[config.mk]
export PLATFORM = sky130hd
export DESIGN_NAME = threshold_relay_peak
export DESIGN_NICKNAME = d
export VERILOG_FILES = /design/src/hdl/tick_divider.v /design/src/hdl/relay_channel.v /design/src/hdl/threshold_relay_peak.v
export VERILOG_INCLUDE_DIRS = /design/src /design/src/hdl
export SDC_FILE = /design/constraint.sdc
export NUM_CORES = 1
export LEC_CHECK = 0
export BUFFER_PORTS_ARGS = -buffer_cell sky130_fd_sc_hd__buf_2
export CAP_MARGIN = 20
export CORE_MARGIN = 2
export CORE_UTILIZATION = 30
export DETAILED_ROUTE_END_ITERATION = 16
export PLACE_DENSITY_LB_ADDON = 0.15
export SLEW_MARGIN = 5
export SYNTH_ARGS = -nofsm -noshare
export SYNTH_HDL_FRONTEND = slang
export SYNTH_HIERARCHICAL = 1
export SYNTH_SLANG_ARGS = --single-unit
[constraint.sdc]
create_clock -name i_clk_sys -period 12.92 [get_ports i_clk_sys]
set_clock_uncertainty 0.1 [all_clocks]
set_input_delay 0.646 -clock i_clk_sys [delete_from_list [all_inputs] [get_ports i_clk_sys]]
set_output_delay 0.646 -clock i_clk_sys [all_outputs]
set_load 0.03 [all_outputs]
[src/hdl/threshold_relay_consts.vh]
// constants for the threshold relay and peak hold block
`ifndef THRESHOLD_RELAY_CONSTS_VH
`define THRESHOLD_RELAY_CONSTS_VH
`define VAL_W           16
`define HOLD_W          16
`define DLY_W           16
`define BAND_MAX        16'h03e7
`define MODE_UNUSED     2'h0
`define MODE_ONE_ON     2'h1
`define MODE_ONE_OFF    2'h2
`define MODE_TWO        2'h3
`define FAULT_KEEP      2'h0
`define FAULT_ON        2'h1
`define FAULT_OFF       2'h2
`define VIEW_REAL       1'b0
`define VIEW_LATCH      1'b1
`define TB_MS_NS        1000000
`define TB_S_NS         1000000000
`define CLK_NS          10
`define TB_MS_CYC       (`TB_MS_NS / `CLK_NS)
`define TB_S_CYC        (`TB_S_NS / `CLK_NS)
`define HOLD_TICK_MS    100
`define BLINK_HALF_MS   250
`endif

[src/hdl/tick_divider.v]
// one-cycle enable pulse divider
`timescale 1ns/1ps
module tick_divider #(
    parameter DIV = 100000
) (
    // clock and reset
    input  wire        i_clk_sys,
    input  wire        i_nrst,
    // enable pulse out
    output reg         o_tick
);
    reg  [31:0] cnt_ff;

    always @(posedge i_clk_sys) begin
        if (!i_nrst) begin
            cnt_ff <= 32'h0;
            o_tick <= 1'b0;
        end else if (cnt_ff >= DIV - 1) begin
            cnt_ff <= 32'h0;
            o_tick <= 1'b1;
        end else begin
            cnt_ff <= cnt_ff + 32'h1;
            o_tick <= 1'b0;
        end
    end
endmodule

[src/hdl/relay_channel.v]
// one relay output channel: zones, dwell delays, fault response
`timescale 1ns/1ps
`include "threshold_relay_consts.vh"
module relay_channel (
    // clock and reset
    input  wire                      i_clk_sys,
    input  wire                      i_nrst,
    // evaluation inputs
    input  wire                      i_eval,
    input  wire signed [`VAL_W-1:0]  i_value,
    input  wire                      i_fault,
    input  wire                      i_tick_ms,
    input  wire                      i_tick_s,
    // configuration
    input  wire        [1:0]         i_mode,
    input  wire                      i_two_outer,
    input  wire signed [`VAL_W-1:0]  i_threshold_one,
    input  wire signed [`VAL_W-1:0]  i_threshold_two,
    input  wire        [`VAL_W-1:0]  i_band_half_width,
    input  wire        [`DLY_W-1:0]  i_on_delay,
    input  wire        [`DLY_W-1:0]  i_off_delay,
    input  wire                      i_unit_s,
    input  wire        [1:0]         i_fault_response,
    // relay state
    output reg                       o_relay
);
    reg         [`DLY_W-1:0] dly_ff;
    reg                      pend_ff;
    reg  signed [17:0]       lo_t;
    reg  signed [17:0]       hi_t;
    reg  signed [17:0]       band;
    reg  signed [17:0]       v;
    reg                      want_valid;
    reg                      want;
    reg         [`DLY_W-1:0] need;
    wire                     tick;

    assign tick = i_unit_s ? i_tick_s : i_tick_ms;

    always @* begin
        v = {{2{i_value[`VAL_W-1]}}, i_value};
        // clamp band to its legal range
        band = (i_band_half_width > `BAND_MAX) ?
               {2'b00, `BAND_MAX} : {2'b00, i_band_half_width};
        // either order of thresholds accepted
        if (i_threshold_one <= i_threshold_two) begin
            lo_t = {{2{i_threshold_one[`VAL_W-1]}}, i_threshold_one};
            hi_t = {{2{i_threshold_two[`VAL_W-1]}}, i_threshold_two};
        end else begin
            lo_t = {{2{i_threshold_two[`VAL_W-1]}}, i_threshold_two};
            hi_t = {{2{i_threshold_one[`VAL_W-1]}}, i_threshold_one};
        end
        want_valid = 1'b0;
        want = o_relay;
        case (i_mode)
            `MODE_ONE_ON, `MODE_ONE_OFF: begin
                // borders at threshold +/- band
                lo_t = {{2{i_threshold_one[`VAL_W-1]}}, i_threshold_one};
                if (v > lo_t + band) begin
                    want_valid = 1'b1;
                    want = (i_mode == `MODE_ONE_ON);
                end else if (v < lo_t - band) begin
                    want_valid = 1'b1;
                    want = (i_mode == `MODE_ONE_OFF);
                end
            end
            `MODE_TWO: begin
                // shared band and delays for both thresholds
                if (v > lo_t + band && v < hi_t - band) begin
                    want_valid = 1'b1;
                    want = ~i_two_outer;
                end else if (v < lo_t - band || v > hi_t + band) begin
                    want_valid = 1'b1;
                    want = i_two_outer;
                end
            end
            default: begin
                want_valid = 1'b1;
                want = 1'b0;
            end
        endcase
        need = want ? i_on_delay : i_off_delay;
    end

    always @(posedge i_clk_sys) begin
        if (!i_nrst) begin
            o_relay <= 1'b0;
            dly_ff  <= {`DLY_W{1'b0}};
            pend_ff <= 1'b0;
        end else if (i_fault) begin
            dly_ff  <= {`DLY_W{1'b0}};
            pend_ff <= 1'b0;
            case (i_fault_response)
                `FAULT_ON:  o_relay <= 1'b1;
                `FAULT_OFF: o_relay <= 1'b0;
                default:    o_relay <= o_relay;
            endcase
        end else if (i_eval) begin
            pend_ff <= 1'b0;
            if (i_mode == `MODE_UNUSED) begin
                o_relay <= 1'b0;
                dly_ff  <= {`DLY_W{1'b0}};
            end else if (!want_valid || want == o_relay) begin
                // back in band or no change: drop pending
                dly_ff <= {`DLY_W{1'b0}};
            end else if (need == {`DLY_W{1'b0}}) begin
                o_relay <= want;
            end else if (dly_ff >= need) begin
                o_relay <= want;
                dly_ff  <= {`DLY_W{1'b0}};
            end else begin
                pend_ff <= 1'b1;
                if (tick)
                    dly_ff <= dly_ff + {{(`DLY_W-1){1'b0}}, 1'b1};
            end
        end else if (pend_ff && tick) begin
            // time runs between samples, not only on them
            dly_ff <= dly_ff + {{(`DLY_W-1){1'b0}}, 1'b1};
        end
    end
endmodule

[src/hdl/threshold_relay_peak.v]
// threshold relay control with peak detection and hold
// Function
// - peak needs rise then fall by min swing
// - held peak replaces live value for hold
// - new peak replaces held, restarts hold counter
// - hold expiry returns to live value
// - latched style, zero hold: keep until escape
// - real-time style, zero hold: no holding
// - blink rightmost decimal point while holding
// - per output choose live or peak value
// - mode selects unused, one or two thresholds
// - one threshold: on or off above border
// - borders are threshold plus/minus band
// - zero delays switch immediately at border
// - on delay needs continuous stay beyond border
// - release delay elapses before de-energising
// - leaving zone early cancels pending change
// - fault forces on, off or keeps output
// - two thresholds: on in inner or outer
// - thresholds accepted in either order
// - one band, mode, delays, fault for both
// - indicator LED mirrors relay state
// - config writes never pause evaluation
// - unused mode keeps output off, unless a fault with the on response forces it on
// - band half-width 0 to 999
`timescale 1ns/1ps
`include "threshold_relay_consts.vh"
module threshold_relay_peak #(
    parameter N_OUT         = 2,
    parameter MS_DIV        = `TB_MS_CYC,
    parameter S_DIV         = `TB_S_CYC,
    parameter HOLD_TICK_DIV = `HOLD_TICK_MS * `TB_MS_CYC,
    parameter BLINK_DIV     = `BLINK_HALF_MS * `TB_MS_CYC
) (
    // clock and reset
    input  wire                        i_clk_sys,
    input  wire                        i_nrst,
    // measurement
    input  wire                        i_sample_valid,
    input  wire signed [`VAL_W-1:0]    i_sample,
    input  wire                        i_fault,
    input  wire                        i_escape,
    // peak configuration
    input  wire        [`VAL_W-1:0]    i_peak_min_swing,
    input  wire        [`HOLD_W-1:0]   i_hold_time,
    input  wire                        i_peak_view_style,
    // per output configuration, packed by output index
    input  wire        [N_OUT-1:0]     i_use_peak,
    input  wire        [2*N_OUT-1:0]   i_mode,
    input  wire        [N_OUT-1:0]     i_two_outer,
    input  wire        [`VAL_W*N_OUT-1:0] i_threshold_one,
    input  wire        [`VAL_W*N_OUT-1:0] i_threshold_two,
    input  wire        [`VAL_W*N_OUT-1:0] i_band_half_width,
    input  wire        [`DLY_W*N_OUT-1:0] i_on_delay,
    input  wire        [`DLY_W*N_OUT-1:0] i_off_delay,
    input  wire        [N_OUT-1:0]     i_unit_s,
    input  wire        [2*N_OUT-1:0]   i_fault_response,
    // results
    output reg  signed [`VAL_W-1:0]    o_display_value,
    output reg                         o_peak_dp,
    output wire        [N_OUT-1:0]     o_relay,
    output wire        [N_OUT-1:0]     o_led
);
    // synchronisers for pin-level inputs
    reg  [1:0]               fault_sync_ff;
    reg  [1:0]               esc_sync_ff;
    reg                      esc_prev_ff;
    wire                     fault_s;
    wire                     esc_pulse;

    // peak tracking
    reg  signed [`VAL_W-1:0] ext_ff;
    reg                      rising_ff;
    reg  signed [`VAL_W-1:0] held_ff;
    reg                      holding_ff;
    reg  [`HOLD_W-1:0]       hold_cnt_ff;
    reg                      eval_ff;
    reg  signed [`VAL_W-1:0] live_ff;
    reg                      blink_ff;
    reg  signed [17:0]       rise_amt;
    reg  signed [17:0]       fall_amt;
    reg  signed [17:0]       swing;
    reg                      peak_found;
    wire                     tick_ms;
    wire                     tick_s;
    wire                     tick_hold;
    wire                     tick_blink;

    assign fault_s   = fault_sync_ff[1];
    assign esc_pulse = esc_sync_ff[1] & ~esc_prev_ff;

    tick_divider #(.DIV(MS_DIV)) u_ms (
        .i_clk_sys (i_clk_sys),
        .i_nrst    (i_nrst),
        .o_tick    (tick_ms)
    );
    tick_divider #(.DIV(S_DIV)) u_s (
        .i_clk_sys (i_clk_sys),
        .i_nrst    (i_nrst),
        .o_tick    (tick_s)
    );
    tick_divider #(.DIV(HOLD_TICK_DIV)) u_hold (
        .i_clk_sys (i_clk_sys),
        .i_nrst    (i_nrst),
        .o_tick    (tick_hold)
    );
    tick_divider #(.DIV(BLINK_DIV)) u_blink (
        .i_clk_sys (i_clk_sys),
        .i_nrst    (i_nrst),
        .o_tick    (tick_blink)
    );

    always @(posedge i_clk_sys) begin
        if (!i_nrst) begin
            fault_sync_ff <= 2'h0;
            esc_sync_ff   <= 2'h0;
            esc_prev_ff   <= 1'b0;
        end else begin
            fault_sync_ff <= {fault_sync_ff[0], i_fault};
            esc_sync_ff   <= {esc_sync_ff[0], i_escape};
            esc_prev_ff   <= esc_sync_ff[1];
        end
    end

    // swing measured from the running extreme
    always @*begin
        swing    = {2'b00, i_peak_min_swing};
        rise_amt = {{2{i_sample[`VAL_W-1]}}, i_sample}
                 - {{2{ext_ff[`VAL_W-1]}}, ext_ff};
        fall_amt = {{2{ext_ff[`VAL_W-1]}}, ext_ff}
                 - {{2{i_sample[`VAL_W-1]}}, i_sample};
        peak_found = i_sample_valid && rising_ff
                   && fall_amt >= swing;
    end

    // peak detector: track max while rising, min while falling
    always @(posedge i_clk_sys) begin
        if (!i_nrst) begin
            ext_ff    <= {`VAL_W{1'b0}};
            rising_ff <= 1'b0;
        end else if (i_sample_valid) begin
            if (rising_ff) begin
                if (peak_found) begin
                    rising_ff <= 1'b0;
                    ext_ff    <= i_sample;
                end else if (i_sample > ext_ff) begin
                    ext_ff <= i_sample;
                end
            end else if (rise_amt >= swing) begin
                // climbed enough above trough to arm next peak
                rising_ff <= 1'b1;
                ext_ff    <= i_sample;
            end else if (i_sample < ext_ff) begin
                ext_ff <= i_sample;
            end
        end
    end

    // hold control; zero hold behaviour depends on view style
    always @(posedge i_clk_sys) begin
        if (!i_nrst) begin
            held_ff     <= {`VAL_W{1'b0}};
            holding_ff  <= 1'b0;
            hold_cnt_ff <= {`HOLD_W{1'b0}};
        end else if (peak_found && (i_hold_time != {`HOLD_W{1'b0}} ||
                     i_peak_view_style == `VIEW_LATCH)) begin
            held_ff     <= ext_ff;
            holding_ff  <= 1'b1;
            hold_cnt_ff <= {`HOLD_W{1'b0}};
        end else if (holding_ff) begin
            if (i_hold_time == {`HOLD_W{1'b0}}) begin
                if (i_peak_view_style == `VIEW_REAL || esc_pulse)
                    holding_ff <= 1'b0;
            end else if (hold_cnt_ff >= i_hold_time) begin
                holding_ff <= 1'b0;
            end else if (tick_hold) begin
                hold_cnt_ff <= hold_cnt_ff + {{(`HOLD_W-1){1'b0}}, 1'b1};
            end
        end
    end

    // display value and blinking point
    always @(posedge i_clk_sys) begin
        if (!i_nrst) begin
            live_ff         <= {`VAL_W{1'b0}};
            eval_ff         <= 1'b0;
            blink_ff        <= 1'b0;
            o_display_value <= {`VAL_W{1'b0}};
            o_peak_dp       <= 1'b0;
        end else begin
            // config inputs are read live, nothing stalls
            if (i_sample_valid)
                live_ff <= i_sample;
            eval_ff <= i_sample_valid;
            if (tick_blink)
                blink_ff <= ~blink_ff;
            o_display_value <= holding_ff ? held_ff : live_ff;
            o_peak_dp       <= holding_ff & blink_ff;
        end
    end

    // per output channels; LED is the relay state
    genvar g;
    generate
        for (g = 0; g < N_OUT; g = g + 1) begin : g_ch
            wire signed [`VAL_W-1:0] src;
            assign src = (i_use_peak[g] && holding_ff) ?
                         held_ff : live_ff;
            relay_channel u_ch (
                .i_clk_sys         (i_clk_sys),
                .i_nrst            (i_nrst),
                .i_eval            (eval_ff),
                .i_value           (src),
                .i_fault           (fault_s),
                .i_tick_ms         (tick_ms),
                .i_tick_s          (tick_s),
                .i_mode            (i_mode[2*g+1:2*g]),
                .i_two_outer       (i_two_outer[g]),
                .i_threshold_one   (i_threshold_one[`VAL_W*g +: `VAL_W]),
                .i_threshold_two   (i_threshold_two[`VAL_W*g +: `VAL_W]),
                .i_band_half_width (i_band_half_width[`VAL_W*g +: `VAL_W]),
                .i_on_delay        (i_on_delay[`DLY_W*g +: `DLY_W]),
                .i_off_delay       (i_off_delay[`DLY_W*g +: `DLY_W]),
                .i_unit_s          (i_unit_s[g]),
                .i_fault_response  (i_fault_response[2*g+1:2*g]),
                .o_relay           (o_relay[g])
            );
            assign o_led[g] = o_relay[g];
        end
    endgenerate
endmodule

==> Word-level counts from Yosys, hierarchy flattened <==
Cells that the tools add are included.
Widths: inputs -> output; s select.
{ "classes": {"mux": 86, "eq_ne": 21, "reduce_logical": 43, "addsub": 21, "n_lt_le_gt_ge": 27, "bitwise_logic": 10} }
{ "ops": {"columns": ["operator", "n"], "rows": [
  ["$mux 16", 26],
  ["$add 32x1->32 const B", 4],
  ["$gt 16x18->1", 6],
  ["$lt 16x18->1", 6],
  ["$add 18x18->18", 4],
  ["$mux 18", 4],
  ["$sub 18x18->18", 4],
  ["$mux 1", 50],
  ["$add 16x1->16 const B", 3],
  ["$ge 16x16->1", 3],
  ["$logic_not 16->1", 3],
  ["$add 16x17->18", 2],
  ["$sub 16x17->18", 2],
  ["$ge 17x17->1", 2],
  ["$sub 16x16->17", 2],
  ["$ge 32x17->1 const B", 1],
  ["$ge 32x24->1 const B", 1],
  ["$ge 32x25->1 const B", 1],
  ["$ge 32x27->1 const B", 1],
  ["$gt 16x10->1 const B", 2],
  ["$le 16x16->1", 2],
  ["$gt 16x16->1", 1],
  ["$lt 16x16->1", 1],
  ["$reduce_bool 16->1", 1],
  ["other kinds (20)", 76]
]} }
{ "totals": {"register_bits": 258, "out_inout_bits": 21, "input_bits": 228, "elab_cells": 235} }

==> Logic depth before layout (Yosys ltp) <==
{ "logic_depth": {"word_depth": 16, "ltp_mapped": 51, "mapped_depth_nobuf": 49} }

==> Hierarchy <==
Netlist, hierarchy kept.
{ "modules_own_cells": {"columns": ["mod", "area_each_um2", "n_inst", "cells_per_inst", "seq_area_each_um2"], "rows": [
  ["relay_channel at g_ch[0].u_ch", 9512.9, 1, 1232, 360.3],
  ["relay_channel at g_ch[1].u_ch", 9405.3, 1, 1212, 360.3],
  ["threshold_relay_peak", 6741.5, 1, 781, 1801.7],
  ["tick_divider at u_s", 1609.0, 1, 158, 660.6],
  ["tick_divider at u_hold", 1525.2, 1, 142, 660.6],
  ["tick_divider at u_blink", 1481.4, 1, 151, 660.6],
  ["tick_divider at u_ms", 1242.4, 1, 112, 660.6]
]} }

==> Least setup slack after synthesis <==
OpenSTA, ideal clock, no wires.
{ "synth_path": {"kind": "input to register", "start": "input i_threshold_two[1]", "end": "register g_ch[0].u_ch.dly_ff[0]", "slack_ns": 2.216, "n_path_buf": 1, "setup_time_ns": 0.070, "cell_stages": 48, "required_ns": 12.750, "arrival_ns": 10.534, "cell_sequence": "inv_1 -> ha_1 -> nor2b_1 -> o21a_1 -> o21a_1 -> o21a_1 -> o21a_1 -> o21a_1 -> o21a_1 -> o21a_1 -> or3_1 -> a21oi_2 -> buf_2 -> mux2_1 -> ha_1 -> inv_1 -> a21oi_1 -> o21bai_1 -> [... 12 more ...] -> nand2_1 -> mux2_1 -> a221oi_1 -> o31ai_1 -> nand2_1 -> mux2_2 -> ha_1 -> nand2b_1 -> a21o_1 -> a21o_1 -> a211oi_1 -> o21a_1 -> o21ai_1 -> a221oi_1 -> nand3_1 -> o21ai_1 -> or4b_1 -> a21oi_1"} }
{ "synth_via": {"elab_chain_cells": 15, "word_cells_on_any_way": 33, "cone_classes": "add/sub: 4; order compare: 6; eq/ne: 3; mux: 14; reduce/logical: 6"} }
{ "synth_lines": {"columns": ["element", "line_no", "text"], "rows": [
  ["from (decl)", "threshold_relay_peak.v:52", "input wire [`VAL_W*N_OUT-1:0] i_threshold_two,"],
  ["$le 16x16->1", "relay_channel.v:46", "if (i_threshold_one <= i_threshold_two) begin"],
  ["$mux 18", "relay_channel.v:46", null],
  ["$sub 18x18->18 or $add 18x18->18 (tied branches)", "relay_channel.v:72", "end else if (v < lo_t - band || v > hi_t + band) begin"],
  ["$lt 16x18->1 or $gt 16x18->1 (tied branches)", "relay_channel.v:72", null],
  ["$logic_or 1x1->1", "relay_channel.v:72", null],
  ["$mux 1", "relay_channel.v:72", null],
  ["$mux 1", "relay_channel.v:69", "if (v > lo_t + band && v < hi_t - band) begin"],
  ["$pmux 1 s2", "relay_channel.v:55", "case (i_mode)"],
  ["$mux 16", "relay_channel.v:82", "need = want ? i_on_delay : i_off_delay;"],
  ["$ge 16x16->1", "relay_channel.v:108", "end else if (dly_ff >= need) begin"],
  ["$mux 16", "relay_channel.v:108", null],
  ["$mux 16", "relay_channel.v:106", "end else if (need == {`DLY_W{1'b0}}) begin"],
  ["$mux 16", "relay_channel.v:103", "end else if (!want_valid || want == o_relay) begin"],
  ["$mux 16", "relay_channel.v:100", "if (i_mode == `MODE_UNUSED) begin"],
  ["$mux 16", "relay_channel.v:98", "end else if (i_eval) begin"],
  ["to (signal assigned)", "relay_channel.v:102", "dly_ff <= {`DLY_W{1'b0}};"],
  ["to (signal assigned)", "relay_channel.v:105", "dly_ff <= {`DLY_W{1'b0}};"],
  ["to (signal assigned)", "relay_channel.v:110", "dly_ff <= {`DLY_W{1'b0}};"],
  ["to (decl)", "relay_channel.v:27", "reg [`DLY_W-1:0] dly_ff;"]
]} }
Parallel ways exist; a longest one is shown, timed or not. The select of a mux whose other input is x is not followed.
A chain may end at the register's enable or synchronous reset.

==> Worst setup path after layout <==
{ "layout_path": {"start": "input i_threshold_one[1]", "end": "register g_ch[0].u_ch.dly_ff[0]"} }
{ "layout_via": {"elab_chain_cells": 15, "word_cells_on_any_way": 41, "cone_classes": "add/sub: 6; order compare: 8; eq/ne: 3; mux: 18; reduce/logical: 6"} }
{ "layout_lines": {"columns": ["element", "line_no", "text"], "rows": [
  ["from (decl)", "threshold_relay_peak.v:51", "input wire [`VAL_W*N_OUT-1:0] i_threshold_one,"],
  ["$le 16x16->1", "relay_channel.v:46", null],
  ["$mux 18", "relay_channel.v:46", null],
  ["$sub 18x18->18 or $add 18x18->18 (tied branches)", "relay_channel.v:72", null],
  ["$lt 16x18->1 or $gt 16x18->1 (tied branches)", "relay_channel.v:72", null],
  ["$logic_or 1x1->1", "relay_channel.v:72", null],
  ["$mux 1", "relay_channel.v:72", null],
  ["$mux 1", "relay_channel.v:69", null],
  ["$pmux 1 s2", "relay_channel.v:55", null],
  ["$mux 16", "relay_channel.v:82", null],
  ["$ge 16x16->1", "relay_channel.v:108", null],
  ["$mux 16", "relay_channel.v:108", null],
  ["$mux 16", "relay_channel.v:106", null],
  ["$mux 16", "relay_channel.v:103", null],
  ["$mux 16", "relay_channel.v:100", null],
  ["$mux 16", "relay_channel.v:98", null]
]} }
Parallel ways exist; a longest one is shown, timed or not. The select of a mux whose other input is x is not followed.

==> metrics.md <==
| Metric | Value |
|---|---|
| Run status | finished clean |
| Post-CTS setup buffers | 0 |
| Netlist Area Pre-Place | ~32000 µm² |
| Yosys warnings | 6 |
| Fin Setup TNS | 0 ns |
| LEAKAGE | roughly 16 nW |
| Slew Limit Headroom | 35.8% |
| Dpl hpwl | ~77 mm |
| Mapped Cells | between 3000 and 4000 |
| DRT iter0 DRCs | roughly 1300 |
| Worst min path class | input port to flop |
| Dominant cells by area after synthesis | ha_1, dfxtp_1, xnor2_1, a21oi_1, inv_1 |
| Hold-fix buffers at CTS | 0 |
| Area leader, netlist | ha_1 |
| Gr ovfl total | 0 |
| Final hold violation count | 0 |
| Synth-to-Final Area Change | 12.8% |
| Clock power frac | between 20% and 30% |
| Met2 wire len | 44.5 mm |
| Vias | roughly 27000 |
| WP buf/inv | 2 |
| Clock Latency Late Sink | 0.55 ns |
| # setup viols final | 0 |
| CTS Root Cell | clkbuf_16 |
| Clk pin slew, worst setup/hold paths | roughly 0.07 ns |
| Die Area | around 110000 µm² |
| Arrival time of the worst setup path | ~12 ns |
| Routability congestion estimate from global placement | 0.850 |
| I/O Pins | around 250 |
| Max-slew violation count | 0 |
| Final ANT Viol Nets | 0 |
| Die width | 328 µm |
| Initial Util | about 30% |
| Final net count | just under 5000 |
| Initial antenna violation count | 7 |
| Worst Max-Slew Pin Slew | between 0.9 and 1 ns |
| Crit path from | i_threshold_one[1] |
| CTS H-tree lvls | 2 |
| Yosys top cell area share | about 23% |
| Post-synthesis sequential area ratio | ~16% |
| Core area | 104000 µm² |
| Startpoint Class | input port |
| Syn_area_per_cell | approximately 8.3 µm² |
| # Max-Cap Violations | 0 |
| Post-synth ARST share | 0% |
| R2r endpoint | g_ch[0].u_ch/dly_ff[0] |
| Internal | approximately 2.1 mW |
| CP most frequent cell | o21a_1 |
| First-pass GRT wire length | approximately 150 mm |
| Peak Freq | approximately 87 MHz |
| CTS Buf Count | 35 |
| Crit-path max cell delay | 0.59 ns |
| WL/cell | between 15 and 20 µm |
| # port buffers | roughly 250 |
| Yosys cell types | between 100 and 150 |
| Dpl cell area | 34400 µm² |
| Worst Setup EP | g_ch[0].u_ch/dly_ff[0] |
| Post-synth EDFFs | 0 |
| Critical path type | input port to flop |
| Top delay family on crit path | compound AO/OA/AOI/OAI gates |
| Layout cells sized above 1 | roughly 12% |
| Overall routed net length | 93.4 mm |
| Vias in the first global route | around 27000 |
| Critical path's slowest cell | o31ai_1 |
| TritonCTS clock tree | done |
| Endpoint class of the critical path | flop |
| Sw power | between 1 and 1.5 mW |
| Max clock buf depth | 3 |
| Crit path depth | 46 |
| RR Startpoint | holding_ff |
| Highest metal used | met5 |
| Worst VDD drop | 0.0852 mV |
| Switching share of power | a little under two fifths |
| Critical Path RT | between 10 and 15 ns |
| FF+latch count, synth | 258 |
| Post-route cell area | between 30000 and 40000 µm² |
| R2R Setup Slk | between 5 and 6 ns |
| Min Clock Period, post-route | around 12 ns |
| Flop pwr share | 25.1% |
| Met3 Wirelength | between 2 and 2.5 mm |
| DR pass1 iterations | 5 |
| Number of instances resized during post-cts repair | 0 |
| FF-to-FF path depth | 24 |
| CP max FO | 24 |
| Top_reg_cell synth | dfxtp_1 |
| DRT met1 WL | 44.4 mm |
| DR DRC count | 0 |
| WHS Path Cells | 2 |
| RSZ-0062 raised after global routing | no |
| PD cells | roughly 94 nW/µm² |
| Die height | about 330 µm |
| GRT Total Usage | 16.9% |
| Combinational power share | between 40% and 50% |
| Largest net degree at the start of global routing | 85 |
| Drt via density | approximately 5 |
| Cell Rows | 118 |
| CTS sink cnt | about 260 |
| Post-route clock period utilization | between 80% and 90% |
placed cells by master (no fill, tap or decap), drive strengths merged, types with 62 or more instances in the layout:
cell type  count
nor4          69
ha           568
mux2i        116
xnor2        198
inv          315
nor3          86
nand4         75
nand3        117
nor2b         88
dfxtp        258
buf          269
a21oi        251
nor2         187
o21ai        178
xor2          76
conb         115
mux2          96
nand2b        62
nand2        189
a21o          72
sequential cells by signal (all words and copies together) (netlist names), 2 cells and up:
register,flops
held_ff,16
u_s/cnt_ff,32
u_ms/cnt_ff,32
g_ch.u_ch/dly_ff,32
hold_cnt_ff,16
ext_ff,16
g_ch.u_ch/o_relay,2
u_hold/cnt_ff,32
fault_sync_ff,2
u_blink/cnt_ff,32
g_ch.u_ch/pend_ff,2
esc_sync_ff,2
live_ff,16
o_display_value,16
synth_stat cells, drive strengths merged, types with 41 or more instances:
master	instances
o21a	41
nor2b	88
dfxtp	258
a21o	72
nor3	86
mux2	96
a211oi	49
xnor2	198
mux2i	116
o21ai	178
nor4	69
clkbuf	68
nand4	75
inv	313
or3	44
nor2	187
nand3	117
o21bai	44
xor2	76
and3	46
a21oi	251
buf	61
ha	568
nand2b	62
nand2	189
layout make-up:
type	count	area [µm²]
antenna	2	5.00
clock buffer	49	1020
clock inverter	11	149
fill	11000	68200
inverter	314	1180
multi-input combinational	3194	24900
sequential	258	5160
tap	1380	1730
timing repair buffer	269	1400
power by group through the flow:
stage	combinational, mW	sequential, mW	clock [mW]
final	1.53	0.842	0.989
after CTS	1.54	0.842	1.03
after global placement	1.53	0.859	0
after global routing	1.73	0.845	1.06
after detailed placement	1.53	0.859	0
after floorplan	1.15	0.854	0
worst min path at each step:
stage	start	to	slack [ns]
CTS	i_fault	fault_sync_ff[0]	0.16
detailed placement	fault_sync_ff[0]	fault_sync_ff[1]	0.33
global placement	esc_sync_ff[0]	esc_sync_ff[1]	0.33
finish	i_fault	fault_sync_ff[0]	0.20
floorplan	esc_sync_ff[0]	esc_sync_ff[1]	0.31
global route	i_fault	fault_sync_ff[0]	0.19
routing by layer:
metal	track usage (%)	vias to the layer above
met5	0	-
met4	4.08	4
met3	1.66	101
met2	29.6	340
met1	22.3	12700
li1	-	14300
cells by family after synthesis:
kind of cell    synth area share, %
simple gates                   19.9
fa+ha+maj                      23.4
other cells                  0.0953
compound gates                 19.5
mux                            7.14
buf+inv                        5.91
flops                          16.4
xor+xnor                       7.61
through the flow:
stage                     hold WS (ns)  power, mW  util (%)  setup slack, ns  instances
after floorplan                  0.312       2.00         -             2.22       3895
after global placement           0.330       2.38      33.1            0.848       5415
after detailed placement         0.325       2.39      33.1            0.785       5415
after CTS                        0.160       3.41      34.3             1.33       5475
after global routing             0.193       3.63      34.3            0.330       5477
final                            0.199       3.36      34.3             1.38       5477
Power figures use the tool's default switching activity.
